## src/hdl/pcfr_pkg.sv

```systemverilog
package pcfr_pkg;

   // command codes of the configuration words
   localparam logic [7:0] PCFR_CMD_LOAD_LINE_SLOPE = 8'h28;
   localparam logic [7:0] PCFR_CMD_SENSE_LOOP_GAIN = 8'h29;
   localparam logic [7:0] PCFR_CMD_MONITOR_SCALE = 8'h2a;
   localparam logic [7:0] PCFR_CMD_DUTY_CEILING = 8'h32;
   localparam logic [7:0] PCFR_CMD_SWITCHING_FREQ = 8'h33;
   localparam logic [7:0] PCFR_CMD_TURN_ON = 8'h35;
   localparam logic [7:0] PCFR_CMD_TURN_OFF = 8'h36;
   localparam logic [7:0] PCFR_CMD_CURRENT_OFFSET = 8'h39;
   localparam logic [7:0] PCFR_CMD_OV_LIMIT = 8'h40;
   localparam logic [7:0] PCFR_CMD_OV_ACTION = 8'h41;

   // field positions of the over-voltage action byte
   localparam int PCFR_RESP_MSB = 7;
   localparam int PCFR_RESP_LSB = 6;
   localparam int PCFR_RETRY_MSB = 5;
   localparam int PCFR_RETRY_LSB = 3;
   localparam int PCFR_DELAY_MSB = 2;
   localparam int PCFR_DELAY_LSB = 0;

   // linear word: 5-bit signed exponent over 11-bit signed mantissa
   localparam int PCFR_EXP_MSB = 15;
   localparam int PCFR_EXP_LSB = 11;
   localparam int PCFR_MANT_MSB = 10;
   localparam int PCFR_FRAC = 8;

   // reset values
   localparam logic [15:0] PCFR_RST_WORD = 16'h0000;
   localparam logic [7:0] PCFR_RST_ACTION = 8'h00;

   localparam logic [1:0] PCFR_RESP_IGNORE = 2'b00;
   localparam logic [1:0] PCFR_RESP_DELAYED = 2'b01;
   localparam logic [1:0] PCFR_RESP_DISABLE_RETRY = 2'b10;
   localparam logic [1:0] PCFR_RESP_WHILE_PRESENT = 2'b11;
   localparam logic [2:0] PCFR_RETRY_NONE = 3'b000;
   localparam logic [2:0] PCFR_RETRY_ENDLESS = 3'b111;

   typedef enum logic [2:0] {
      PCFR_ST_RUN = 3'b000,
      PCFR_ST_DELAY = 3'b001,
      PCFR_ST_OFF_WAIT = 3'b010,
      PCFR_ST_RETRY = 3'b011,
      PCFR_ST_LATCHED = 3'b100,
      PCFR_ST_HOLD = 3'b101
   } pcfr_state_t;

   typedef struct packed {
      logic [PCFR_RESP_MSB-PCFR_RESP_LSB:0] response;
      logic [PCFR_RETRY_MSB-PCFR_RETRY_LSB:0] retries;
      logic [PCFR_DELAY_MSB-PCFR_DELAY_LSB:0] delay;
   } pcfr_action_t;

   typedef struct packed {
      logic [15:0] vin_lin;
      logic [15:0] vout_raw;
      logic [15:0] iout_lin;
   } pcfr_meas_t;

   // linear word to signed fixed point with PCFR_FRAC fraction bits
   function automatic logic signed [31:0] pcfr_lin_to_fix(input logic [15:0] w);
      logic signed [31:0] mant;
      logic signed [5:0] sh;
      mant = 32'(signed'(w[PCFR_MANT_MSB:0]));
      sh = 6'(signed'(w[PCFR_EXP_MSB:PCFR_EXP_LSB])) + 6'(PCFR_FRAC);
      if (sh[5] == 1'b0) begin
         pcfr_lin_to_fix = mant <<< sh[4:0];
      end else begin
         pcfr_lin_to_fix = mant >>> 5'(-sh);
      end
   endfunction : pcfr_lin_to_fix

endpackage : pcfr_pkg

```

## src/hdl/pcfr_delay_timer.sv

```systemverilog
`timescale 1ns/100ps
module pcfr_delay_timer #(
   parameter int UNIT_W = 16
) (
   input wire logic i_clk,
   input wire logic i_nrst,
   input wire logic i_start,
   input wire logic i_stop,
   input wire logic [UNIT_W-1:0] i_unit_cycles,
   input wire logic [2:0] i_delay_code,
   output logic o_busy,
   output logic o_expired
);
   import pcfr_pkg::*;

   if (UNIT_W < 2 || UNIT_W > 24) begin : g_bad_width
      $error("pcfr_delay_timer: UNIT_W must lie in 2..24");
   end

   logic [UNIT_W-1:0] div;
   logic [UNIT_W-1:0] next_div;
   logic [7:0] units;
   logic [7:0] next_units;
   logic [7:0] target;
   logic [7:0] next_target;
   logic next_busy;
   logic next_expired;
   logic unit_tick;

   always_comb begin
      next_div = div;
      next_units = units;
      next_target = target;
      next_busy = o_busy;
      next_expired = 1'b0;
      // one-cycle enable at the end of each delay unit; a zero unit acts as one cycle
      unit_tick = o_busy && (UNIT_W'(div + 1'b1) >= i_unit_cycles);
      if (i_start) begin
         next_busy = 1'b1;
         next_div = '0;
         next_units = 8'h00;
         next_target = 8'h01 << i_delay_code;
      end else if (i_stop) begin
         next_busy = 1'b0;
      end else if (o_busy) begin
         if (unit_tick) begin
            next_div = '0;
            if (8'(units + 8'h01) == target) begin
               next_busy = 1'b0;
               next_expired = 1'b1;
            end else begin
               next_units = 8'(units + 8'h01);
            end
         end else begin
            next_div = UNIT_W'(div + 1'b1);
         end
      end
   end

   always_ff @(posedge i_clk) begin
      if (!i_nrst) begin
         div <= '0;
         units <= 8'h00;
         target <= 8'h01;
         o_busy <= 1'b0;
         o_expired <= 1'b0;
      end else begin
         div <= next_div;
         units <= next_units;
         target <= next_target;
         o_busy <= next_busy;
         o_expired <= next_expired;
      end
   end

endmodule : pcfr_delay_timer

```

## src/hdl/pcfr_config_fault.sv

```systemverilog
`timescale 1ns/100ps
module pcfr_config_fault #(
   parameter int UNIT_W = 16,
   parameter logic [15:0] SWITCH_FREQ_WORD = 16'h0000
) (
   input wire logic i_clk,
   input wire logic i_nrst,
   input wire logic i_wr_en,
   input wire logic i_rd_en,
   input wire logic [7:0] i_cmd_code,
   input wire logic [15:0] i_wr_data,
   input wire pcfr_pkg::pcfr_meas_t i_meas,
   input wire logic signed [31:0] i_duty_req,
   input wire logic i_ctrl_pin,
   input wire logic i_operation_on,
   input wire logic i_clear_faults,
   input wire logic i_clear_ov_status,
   input wire logic [UNIT_W-1:0] i_delay_unit_cycles,
   output logic [15:0] o_rd_data,
   output logic o_rd_valid,
   output logic o_cmd_err,
   output logic o_output_enable,
   output logic o_converting,
   output logic o_ov_status,
   output pcfr_pkg::pcfr_state_t o_fault_state,
   output logic signed [31:0] o_duty_limited,
   output logic signed [31:0] o_iout_report,
   output logic signed [31:0] o_droop_mv,
   output logic [15:0] o_loop_gain,
   output logic [15:0] o_monitor_scale
);
   import pcfr_pkg::*;

   // configuration words
   logic [15:0] load_line_slope;
   logic [15:0] duty_cycle_ceiling;
   logic [15:0] input_turn_on_threshold;
   logic [15:0] input_turn_off_threshold;
   logic [15:0] current_reading_offset;
   logic [15:0] overvoltage_fault_limit;
   logic [7:0] overvoltage_fault_action;
   logic [15:0] next_slope;
   logic [15:0] next_gain;
   logic [15:0] next_scale;
   logic [15:0] next_ceiling;
   logic [15:0] next_on_thr;
   logic [15:0] next_off_thr;
   logic [15:0] next_cur_off;
   logic [15:0] next_ov_limit;
   logic [7:0] next_action;
   logic [15:0] next_rd_data;
   logic next_rd_valid;
   logic next_cmd_err;

   // ---------------- register bank ----------------
   always_comb begin
      next_slope = load_line_slope;
      next_gain = o_loop_gain;
      next_scale = o_monitor_scale;
      next_ceiling = duty_cycle_ceiling;
      next_on_thr = input_turn_on_threshold;
      next_off_thr = input_turn_off_threshold;
      next_cur_off = current_reading_offset;
      next_ov_limit = overvoltage_fault_limit;
      next_action = overvoltage_fault_action;
      next_rd_data = o_rd_data;
      next_rd_valid = 1'b0;
      next_cmd_err = 1'b0;
      if (i_wr_en) begin
         case (i_cmd_code)
            PCFR_CMD_LOAD_LINE_SLOPE: next_slope = i_wr_data;
            PCFR_CMD_SENSE_LOOP_GAIN: next_gain = i_wr_data;
            PCFR_CMD_MONITOR_SCALE: next_scale = i_wr_data;
            PCFR_CMD_DUTY_CEILING: next_ceiling = i_wr_data;
            PCFR_CMD_SWITCHING_FREQ: next_cmd_err = 1'b0;
            PCFR_CMD_TURN_ON: next_on_thr = i_wr_data;
            PCFR_CMD_TURN_OFF: next_off_thr = i_wr_data;
            PCFR_CMD_CURRENT_OFFSET: next_cur_off = i_wr_data;
            PCFR_CMD_OV_LIMIT: next_ov_limit = i_wr_data;
            PCFR_CMD_OV_ACTION: next_action = i_wr_data[7:0];
            default: next_cmd_err = 1'b1;
         endcase
      end else if (i_rd_en) begin
         next_rd_valid = 1'b1;
         case (i_cmd_code)
            PCFR_CMD_LOAD_LINE_SLOPE: next_rd_data = load_line_slope;
            PCFR_CMD_SENSE_LOOP_GAIN: next_rd_data = o_loop_gain;
            PCFR_CMD_MONITOR_SCALE: next_rd_data = o_monitor_scale;
            PCFR_CMD_DUTY_CEILING: next_rd_data = duty_cycle_ceiling;
            PCFR_CMD_SWITCHING_FREQ: next_rd_data = SWITCH_FREQ_WORD;
            PCFR_CMD_TURN_ON: next_rd_data = input_turn_on_threshold;
            PCFR_CMD_TURN_OFF: next_rd_data = input_turn_off_threshold;
            PCFR_CMD_CURRENT_OFFSET: next_rd_data = current_reading_offset;
            PCFR_CMD_OV_LIMIT: next_rd_data = overvoltage_fault_limit;
            PCFR_CMD_OV_ACTION: next_rd_data = {8'h00, overvoltage_fault_action};
            default: begin
               next_rd_data = 16'h0000;
               next_cmd_err = 1'b1;
            end
         endcase
      end
   end

   always_ff @(posedge i_clk) begin
      if (!i_nrst) begin
         load_line_slope <= PCFR_RST_WORD;
         o_loop_gain <= PCFR_RST_WORD;
         o_monitor_scale <= PCFR_RST_WORD;
         duty_cycle_ceiling <= PCFR_RST_WORD;
         input_turn_on_threshold <= PCFR_RST_WORD;
         input_turn_off_threshold <= PCFR_RST_WORD;
         current_reading_offset <= PCFR_RST_WORD;
         overvoltage_fault_limit <= PCFR_RST_WORD;
         overvoltage_fault_action <= PCFR_RST_ACTION;
         o_rd_data <= 16'h0000;
         o_rd_valid <= 1'b0;
         o_cmd_err <= 1'b0;
      end else begin
         load_line_slope <= next_slope;
         o_loop_gain <= next_gain;
         o_monitor_scale <= next_scale;
         duty_cycle_ceiling <= next_ceiling;
         input_turn_on_threshold <= next_on_thr;
         input_turn_off_threshold <= next_off_thr;
         current_reading_offset <= next_cur_off;
         overvoltage_fault_limit <= next_ov_limit;
         overvoltage_fault_action <= next_action;
         o_rd_data <= next_rd_data;
         o_rd_valid <= next_rd_valid;
         o_cmd_err <= next_cmd_err;
      end
   end

   // ---------------- measurement path ----------------
   logic signed [31:0] vin_fix;
   logic signed [31:0] iout_fix;
   logic signed [31:0] ceiling_fix;
   logic signed [63:0] droop_prod;
   logic next_converting;
   logic signed [31:0] next_duty;
   logic signed [31:0] next_iout;
   logic signed [31:0] next_droop;

   always_comb begin
      vin_fix = pcfr_lin_to_fix(i_meas.vin_lin);
      iout_fix = pcfr_lin_to_fix(i_meas.iout_lin);
      ceiling_fix = pcfr_lin_to_fix(duty_cycle_ceiling);
      if (o_converting) begin
         next_converting = vin_fix > pcfr_lin_to_fix(input_turn_off_threshold);
      end else begin
         next_converting = vin_fix >= pcfr_lin_to_fix(input_turn_on_threshold);
      end
      next_duty = (i_duty_req > ceiling_fix) ? ceiling_fix : i_duty_req;
      next_iout = 32'(iout_fix + pcfr_lin_to_fix(current_reading_offset));
      droop_prod = pcfr_lin_to_fix(load_line_slope) * iout_fix;
      next_droop = droop_prod[PCFR_FRAC+31:PCFR_FRAC];
   end

   always_ff @(posedge i_clk) begin
      if (!i_nrst) begin
         o_converting <= 1'b0;
         o_duty_limited <= 32'sh0000_0000;
         o_iout_report <= 32'sh0000_0000;
         o_droop_mv <= 32'sh0000_0000;
      end else begin
         o_converting <= next_converting;
         o_duty_limited <= next_duty;
         o_iout_report <= next_iout;
         o_droop_mv <= next_droop;
      end
   end

   // ---------------- fault response ----------------
   pcfr_action_t act;
   logic ctrl_meta;
   logic ctrl_sync;
   logic on_prev;
   logic on_now;
   logic on_rise;
   logic ov;
   logic clear_evt;
   logic [2:0] attempts;
   logic [2:0] next_attempts;
   pcfr_state_t next_state;
   logic next_out_en;
   logic next_ov_status;
   logic tmr_start;
   logic tmr_stop;
   logic tmr_expired;

   always_comb begin
      act = pcfr_action_t'(overvoltage_fault_action);
      on_now = ctrl_sync & i_operation_on;
      on_rise = on_now & ~on_prev;
      ov = i_meas.vout_raw > overvoltage_fault_limit;
      clear_evt = i_clear_faults | i_clear_ov_status | on_rise;
      next_state = o_fault_state;
      next_attempts = attempts;
      tmr_start = 1'b0;
      tmr_stop = 1'b0;
      case (o_fault_state)
         PCFR_ST_RUN: begin
            if (ov) begin
               case (act.response)
                  PCFR_RESP_IGNORE: next_state = PCFR_ST_RUN;
                  PCFR_RESP_DELAYED: begin
                     next_state = PCFR_ST_DELAY;
                     tmr_start = 1'b1;
                  end
                  PCFR_RESP_DISABLE_RETRY: begin
                     tmr_start = act.retries != PCFR_RETRY_NONE;
                     next_state = tmr_start ? PCFR_ST_OFF_WAIT : PCFR_ST_LATCHED;
                  end
                  default: next_state = PCFR_ST_HOLD;
               endcase
            end
         end
         PCFR_ST_DELAY: begin
            if (tmr_expired) begin
               if (!ov) begin
                  next_state = PCFR_ST_RUN;
               end else if (act.retries == PCFR_RETRY_NONE) begin
                  next_state = PCFR_ST_LATCHED;
               end else begin
                  next_state = PCFR_ST_OFF_WAIT;
                  tmr_start = 1'b1;
               end
            end
         end
         PCFR_ST_OFF_WAIT: begin
            if (tmr_expired) begin
               next_state = PCFR_ST_RETRY;
               next_attempts = 3'(attempts + 3'd1);
               tmr_start = 1'b1;
            end
         end
         PCFR_ST_RETRY: begin
            if (ov) begin
               tmr_start = (act.retries == PCFR_RETRY_ENDLESS)
                  || (attempts < act.retries);
               next_state = tmr_start ? PCFR_ST_OFF_WAIT : PCFR_ST_LATCHED;
            end else if (tmr_expired) begin
               next_state = PCFR_ST_RUN;
               next_attempts = 3'd0;
            end
         end
         PCFR_ST_LATCHED: next_state = PCFR_ST_LATCHED;
         PCFR_ST_HOLD: begin
            if (!ov) begin
               next_state = PCFR_ST_RUN;
            end
         end
         default: next_state = PCFR_ST_RUN;
      endcase
      if (!on_now || clear_evt) begin
         next_state = PCFR_ST_RUN;
         next_attempts = 3'd0;
         tmr_start = 1'b0;
         tmr_stop = 1'b1;
      end
      next_out_en = on_now && next_converting && ((next_state == PCFR_ST_RUN)
         || (next_state == PCFR_ST_DELAY) || (next_state == PCFR_ST_RETRY));
      next_ov_status = ov | (o_ov_status & ~clear_evt);
   end

   always_ff @(posedge i_clk) begin
      if (!i_nrst) begin
         ctrl_meta <= 1'b0;
         ctrl_sync <= 1'b0;
         on_prev <= 1'b0;
         attempts <= 3'd0;
         o_fault_state <= PCFR_ST_RUN;
         o_output_enable <= 1'b0;
         o_ov_status <= 1'b0;
      end else begin
         ctrl_meta <= i_ctrl_pin;
         ctrl_sync <= ctrl_meta;
         on_prev <= on_now;
         attempts <= next_attempts;
         o_fault_state <= next_state;
         o_output_enable <= next_out_en;
         o_ov_status <= next_ov_status;
      end
   end

   pcfr_delay_timer #(
      .UNIT_W(UNIT_W)
   ) u_delay_timer (
      .i_clk(i_clk),
      .i_nrst(i_nrst),
      .i_start(tmr_start),
      .i_stop(tmr_stop),
      .i_unit_cycles(i_delay_unit_cycles),
      .i_delay_code(act.delay),
      .o_busy(),
      .o_expired(tmr_expired)
   );

endmodule : pcfr_config_fault

```

## config.mk

```make
export PLATFORM = sky130hd
export DESIGN_NAME = pcfr_config_fault
export DESIGN_NICKNAME = d
export VERILOG_FILES = /design/src/hdl/pcfr_pkg.sv /design/src/hdl/pcfr_delay_timer.sv /design/src/hdl/pcfr_config_fault.sv
export SDC_FILE = /design/constraint.sdc
export NUM_CORES = 2
export LEC_CHECK = 0
export BUFFER_PORTS_ARGS = -buffer_cell sky130_fd_sc_hd__buf_2
export CORE_MARGIN = 2
export CORE_UTILIZATION = 64
export DETAILED_ROUTE_END_ITERATION = 12
export MAX_ROUTING_LAYER = met4
export PLACE_DENSITY_LB_ADDON = 0.3
export SYNTH_ARGS = -nofsm -noshare
export SYNTH_HDL_FRONTEND = slang
export SYNTH_SLANG_ARGS = --single-unit
```

## constraint.sdc

```tcl
create_clock -name i_clk -period 12.97 [get_ports i_clk]
set_input_delay 2.594 -clock i_clk [delete_from_list [all_inputs] [get_ports i_clk]]
set_output_delay 2.594 -clock i_clk [all_outputs]
set_load 0.02 [all_outputs]
```

==> impl_results.md <==
* Status: finished clean
* CTS H-tree depth at 2
* Final GP Congestion at 1.03
* Max-slew violation count at 0
* Most frequent cells in the layout: nand2_1, inv_1, nor2_1
* 1st-pass router iterations at 6
* Clock Pin Slew Worst Setup and Hold Paths at 0.07 ns
* FF-to-FF Start: load_line_slope[11]$_SDFFE_PN0P_
* Post-route setup slack at 0.754 ns
* Sum Neg Setup Slack at 0 ns
* Pre-CTS setup slack at 0.268 ns
* Hold path startpoint: ctrl_meta$_SDFF_PN0_
* R2R depth at 33
* Io pins at 280
* CTS tree: yes
* Hold Buf Count CTS at 0
* Setup Skew at 0.0399 ns
* Max-cap viol count at 0
* Startpoint types: input port
* Register area share after synthesis at 0.122
* Setup CP Type: input port to flip-flop
* Mean Syn Cell Area at 7.92 um2
* Grt total ovfl at 0
* CP max stage delay at 0.61 ns
* Initial core utilization at 0.644
* Final setup viols at 0
* Fillers at 6235
* Fin crit share at 0.942
* Power per cell area at 52.6 nW/um2
* Total GRT Usage at 0.413
* Antenna Nets Post-Route at 0
* Share of layout cells above drive strength 1 at 0.101
* WHS Endpoint: ctrl_sync$_SDFF_PN0_
* Number of remaining DRC errors at 0
* EDFF count, synth at 0
* Worst-path maximum fanout at 19
* Chip width at 280 um
* Global-route wire length before repair at 244000 um
* Worst Hold Class: flip-flop to flip-flop
* Post-CTS setup buffers at 0
* Syn nets at 7247
* Yosys Warn Count at 0
* RSZ-0062 raised after global routing: no
* Mapped cell area at 48600 um2
* Syn Inst Count at 6140
* Worst Path Required at 13.45 ns
* Reg2reg end: o_droop_mv[31]$_SDFF_PN0_
* Syn-to-layout area delta at 6.79%
* Skew-Pair Late Insertion Delay at 0.60 ns
* CP Capture Type: flip-flop
* Std-Cell Rows at 101
* Most common cell after layout, fill and taps aside: nand2_1
* Hold depth at 1
* Fin nets at 7298
* I/O Buffers at 279
* Root buf cell: clkbuf_16
* Fmax at 81.9 MHz
* Vias in the first global route at 44433
* Worst slew pin tran at 1.26 ns
* Most used flip-flop cell after synthesis: dfxtp_1
* CTS Buffer Depth at 3
* Async set or reset register ratio after synthesis at 0
* CP Launch Point: i_meas[14]
* Num Clock Sinks at 296
* Die height at 280 um
* TritonCTS buffer count at 36
* Vias per cell at 6.29
* Die area at 78200 um2
* Lkg Pwr at 0.0239 uW
* Wire length per cell at 21.7 um
* CP Data Arrival Time at 12.70 ns
* Internal reg-to-reg setup slack at 2.68 ns
* Post-cts resize count at 0
* WP buf/inv at 8
* 1st-iter DRT viols at 4669
* DP HPWL at 121000 um
* Routed WL at 156000 um
* Critical path's top delay family: adder cells
* Initial antenna violation count at 10
* Max transition margin at 0.157
* Largest net degree at the start of global routing at 100
* CORE AREA at 75600 um2
* Seq cells post-synth at 296
* Slowest cell on the critical path: ha_1
* Library cells used by synthesis at 109
* Min Tclk post-route at 12.22 ns
* Most used cell, CP: fa_1
* Worst VDD drop at 0.0000999 V
* Fin. Hold Viols at 0
* Vias at 45283
## metrics by stage
step | instances | util | total power (uW) | hold WS (ns) | cell area [um2]
detailed placement | 7131 | 0.670 | 1630 | 0.441 | 50700
floorplan | 6140 | - | 1380 | 0.412 | 48600
CTS | 7195 | 0.687 | 2720 | 0.457 | 51900
finish | 7204 | 0.687 | 2730 | 0.450 | 52000
global route | 7204 | 0.687 | 2820 | 0.471 | 52000
global placement | 7131 | 0.670 | 1620 | 0.416 | 50700
## where the power goes
part | switching, uW | total (uW) | internal (uW)
Clock | 454 | 1090 | 634
Sequential | 11.3 | 944 | 932
Combinational | 476 | 701 | 224
## area by class of cell
cell class | instances | area, um2 | share of cell area
Antenna cell | 9 | 22.5 | 0.000434
Clock buffer | 47 | 992 | 0.0191
Timing Repair Buffer | 387 | 2210 | 0.0425
Multi-Input combinational cell | 4668 | 38300 | 0.737
Inverter | 802 | 3010 | 0.0580
Tap cell | 978 | 1220 | 0.0236
Sequential cell | 296 | 5930 | 0.114
Clock inverter | 17 | 284 | 0.00547
## cell usage after synthesis (12+ instances only)
cell type  instances  share of area
a211oi_1          51         0.0079
a21o_1            90          0.014
a21oi_1          456          0.047
a221oi_1          28         0.0050
a22o_1            20         0.0036
a22oi_1           46         0.0071
a31oi_1           35         0.0045
and2_1            72         0.0093
and3_1            36         0.0046
buf_1             26         0.0020
buf_2             21         0.0022
buf_4             15         0.0023
clkbuf_1         309          0.024
clkinv_1          12        0.00093
dfxtp_1          296           0.12
fa_1             643           0.26
ha_1             336          0.086
inv_1            780          0.060
mux2_2            55          0.013
mux2i_1          140          0.029
mux4_2            40          0.019
nand2_1          842          0.065
nand2b_1          47         0.0060
nand3_1           67         0.0069
nand4_1           28         0.0036
nor2_1           739          0.057
nor2b_1           68         0.0087
nor3_1            37         0.0038
o211ai_1          47         0.0073
o21a_1            49         0.0076
o21ai_0          225          0.023
o21ai_1           20         0.0021
o22ai_1           15         0.0019
o31ai_1           18         0.0028
or2_2             34         0.0044
or3_1             12         0.0015
xnor2_1          102          0.018
xor2_1            52         0.0094
## state kept, by name, summed over array words and instances (netlist names), 16 cells and up
register,cells
input_turn_off_threshold,16
o_droop_mv,32
current_reading_offset,16
o_iout_report,32
duty_cycle_ceiling,16
overvoltage_fault_limit,16
load_line_slope,16
o_rd_data,16
o_loop_gain,16
input_turn_on_threshold,16
o_duty_limited,32
o_monitor_scale,16
u_delay_timer.div,16
## worst max-delay path by stage
stage,endpoint,depth (start not counted),slack [ns]
2_1_floorplan,o_droop_mv[31]$_SDFF_PN0_,37,1.28
3_3_place_gp,o_droop_mv[31]$_SDFF_PN0_,35,0.51
3_5_place_dp,o_droop_mv[31]$_SDFF_PN0_,35,0.27
4_1_cts,o_droop_mv[31]$_SDFF_PN0_,35,0.91
5_1_grt,o_droop_mv[31]$_SDFF_PN0_,35,0.26
6_report,o_droop_mv[31]$_SDFF_PN0_,35,0.75
## cell families (layout without fill, tap and decap cells)
kind of cell	after synthesis	in the layout	synth area share
AO/OA/AOI/OAI	1242	1242	0.162
XOR/XNOR	157	157	0.0291
adder cells (fa/ha/maj)	979	979	0.351
buffers and inverters	1176	1253	0.0929
flip-flops	296	296	0.122
multiplexers	240	240	0.0613
other	0	9	0
AND/OR/NAND/NOR	2050	2050	0.182
## metal layers
metal  vias to the layer above  GRT usage  wire, um
met4                         0      0.252     11700
met2                      2767      0.629     70100
met5                         -          -         0
met3                       663     0.0843     17400
met1                     21623      0.507     57300
li1                      20230          -         -
Power figures use the tool's default switching activity.
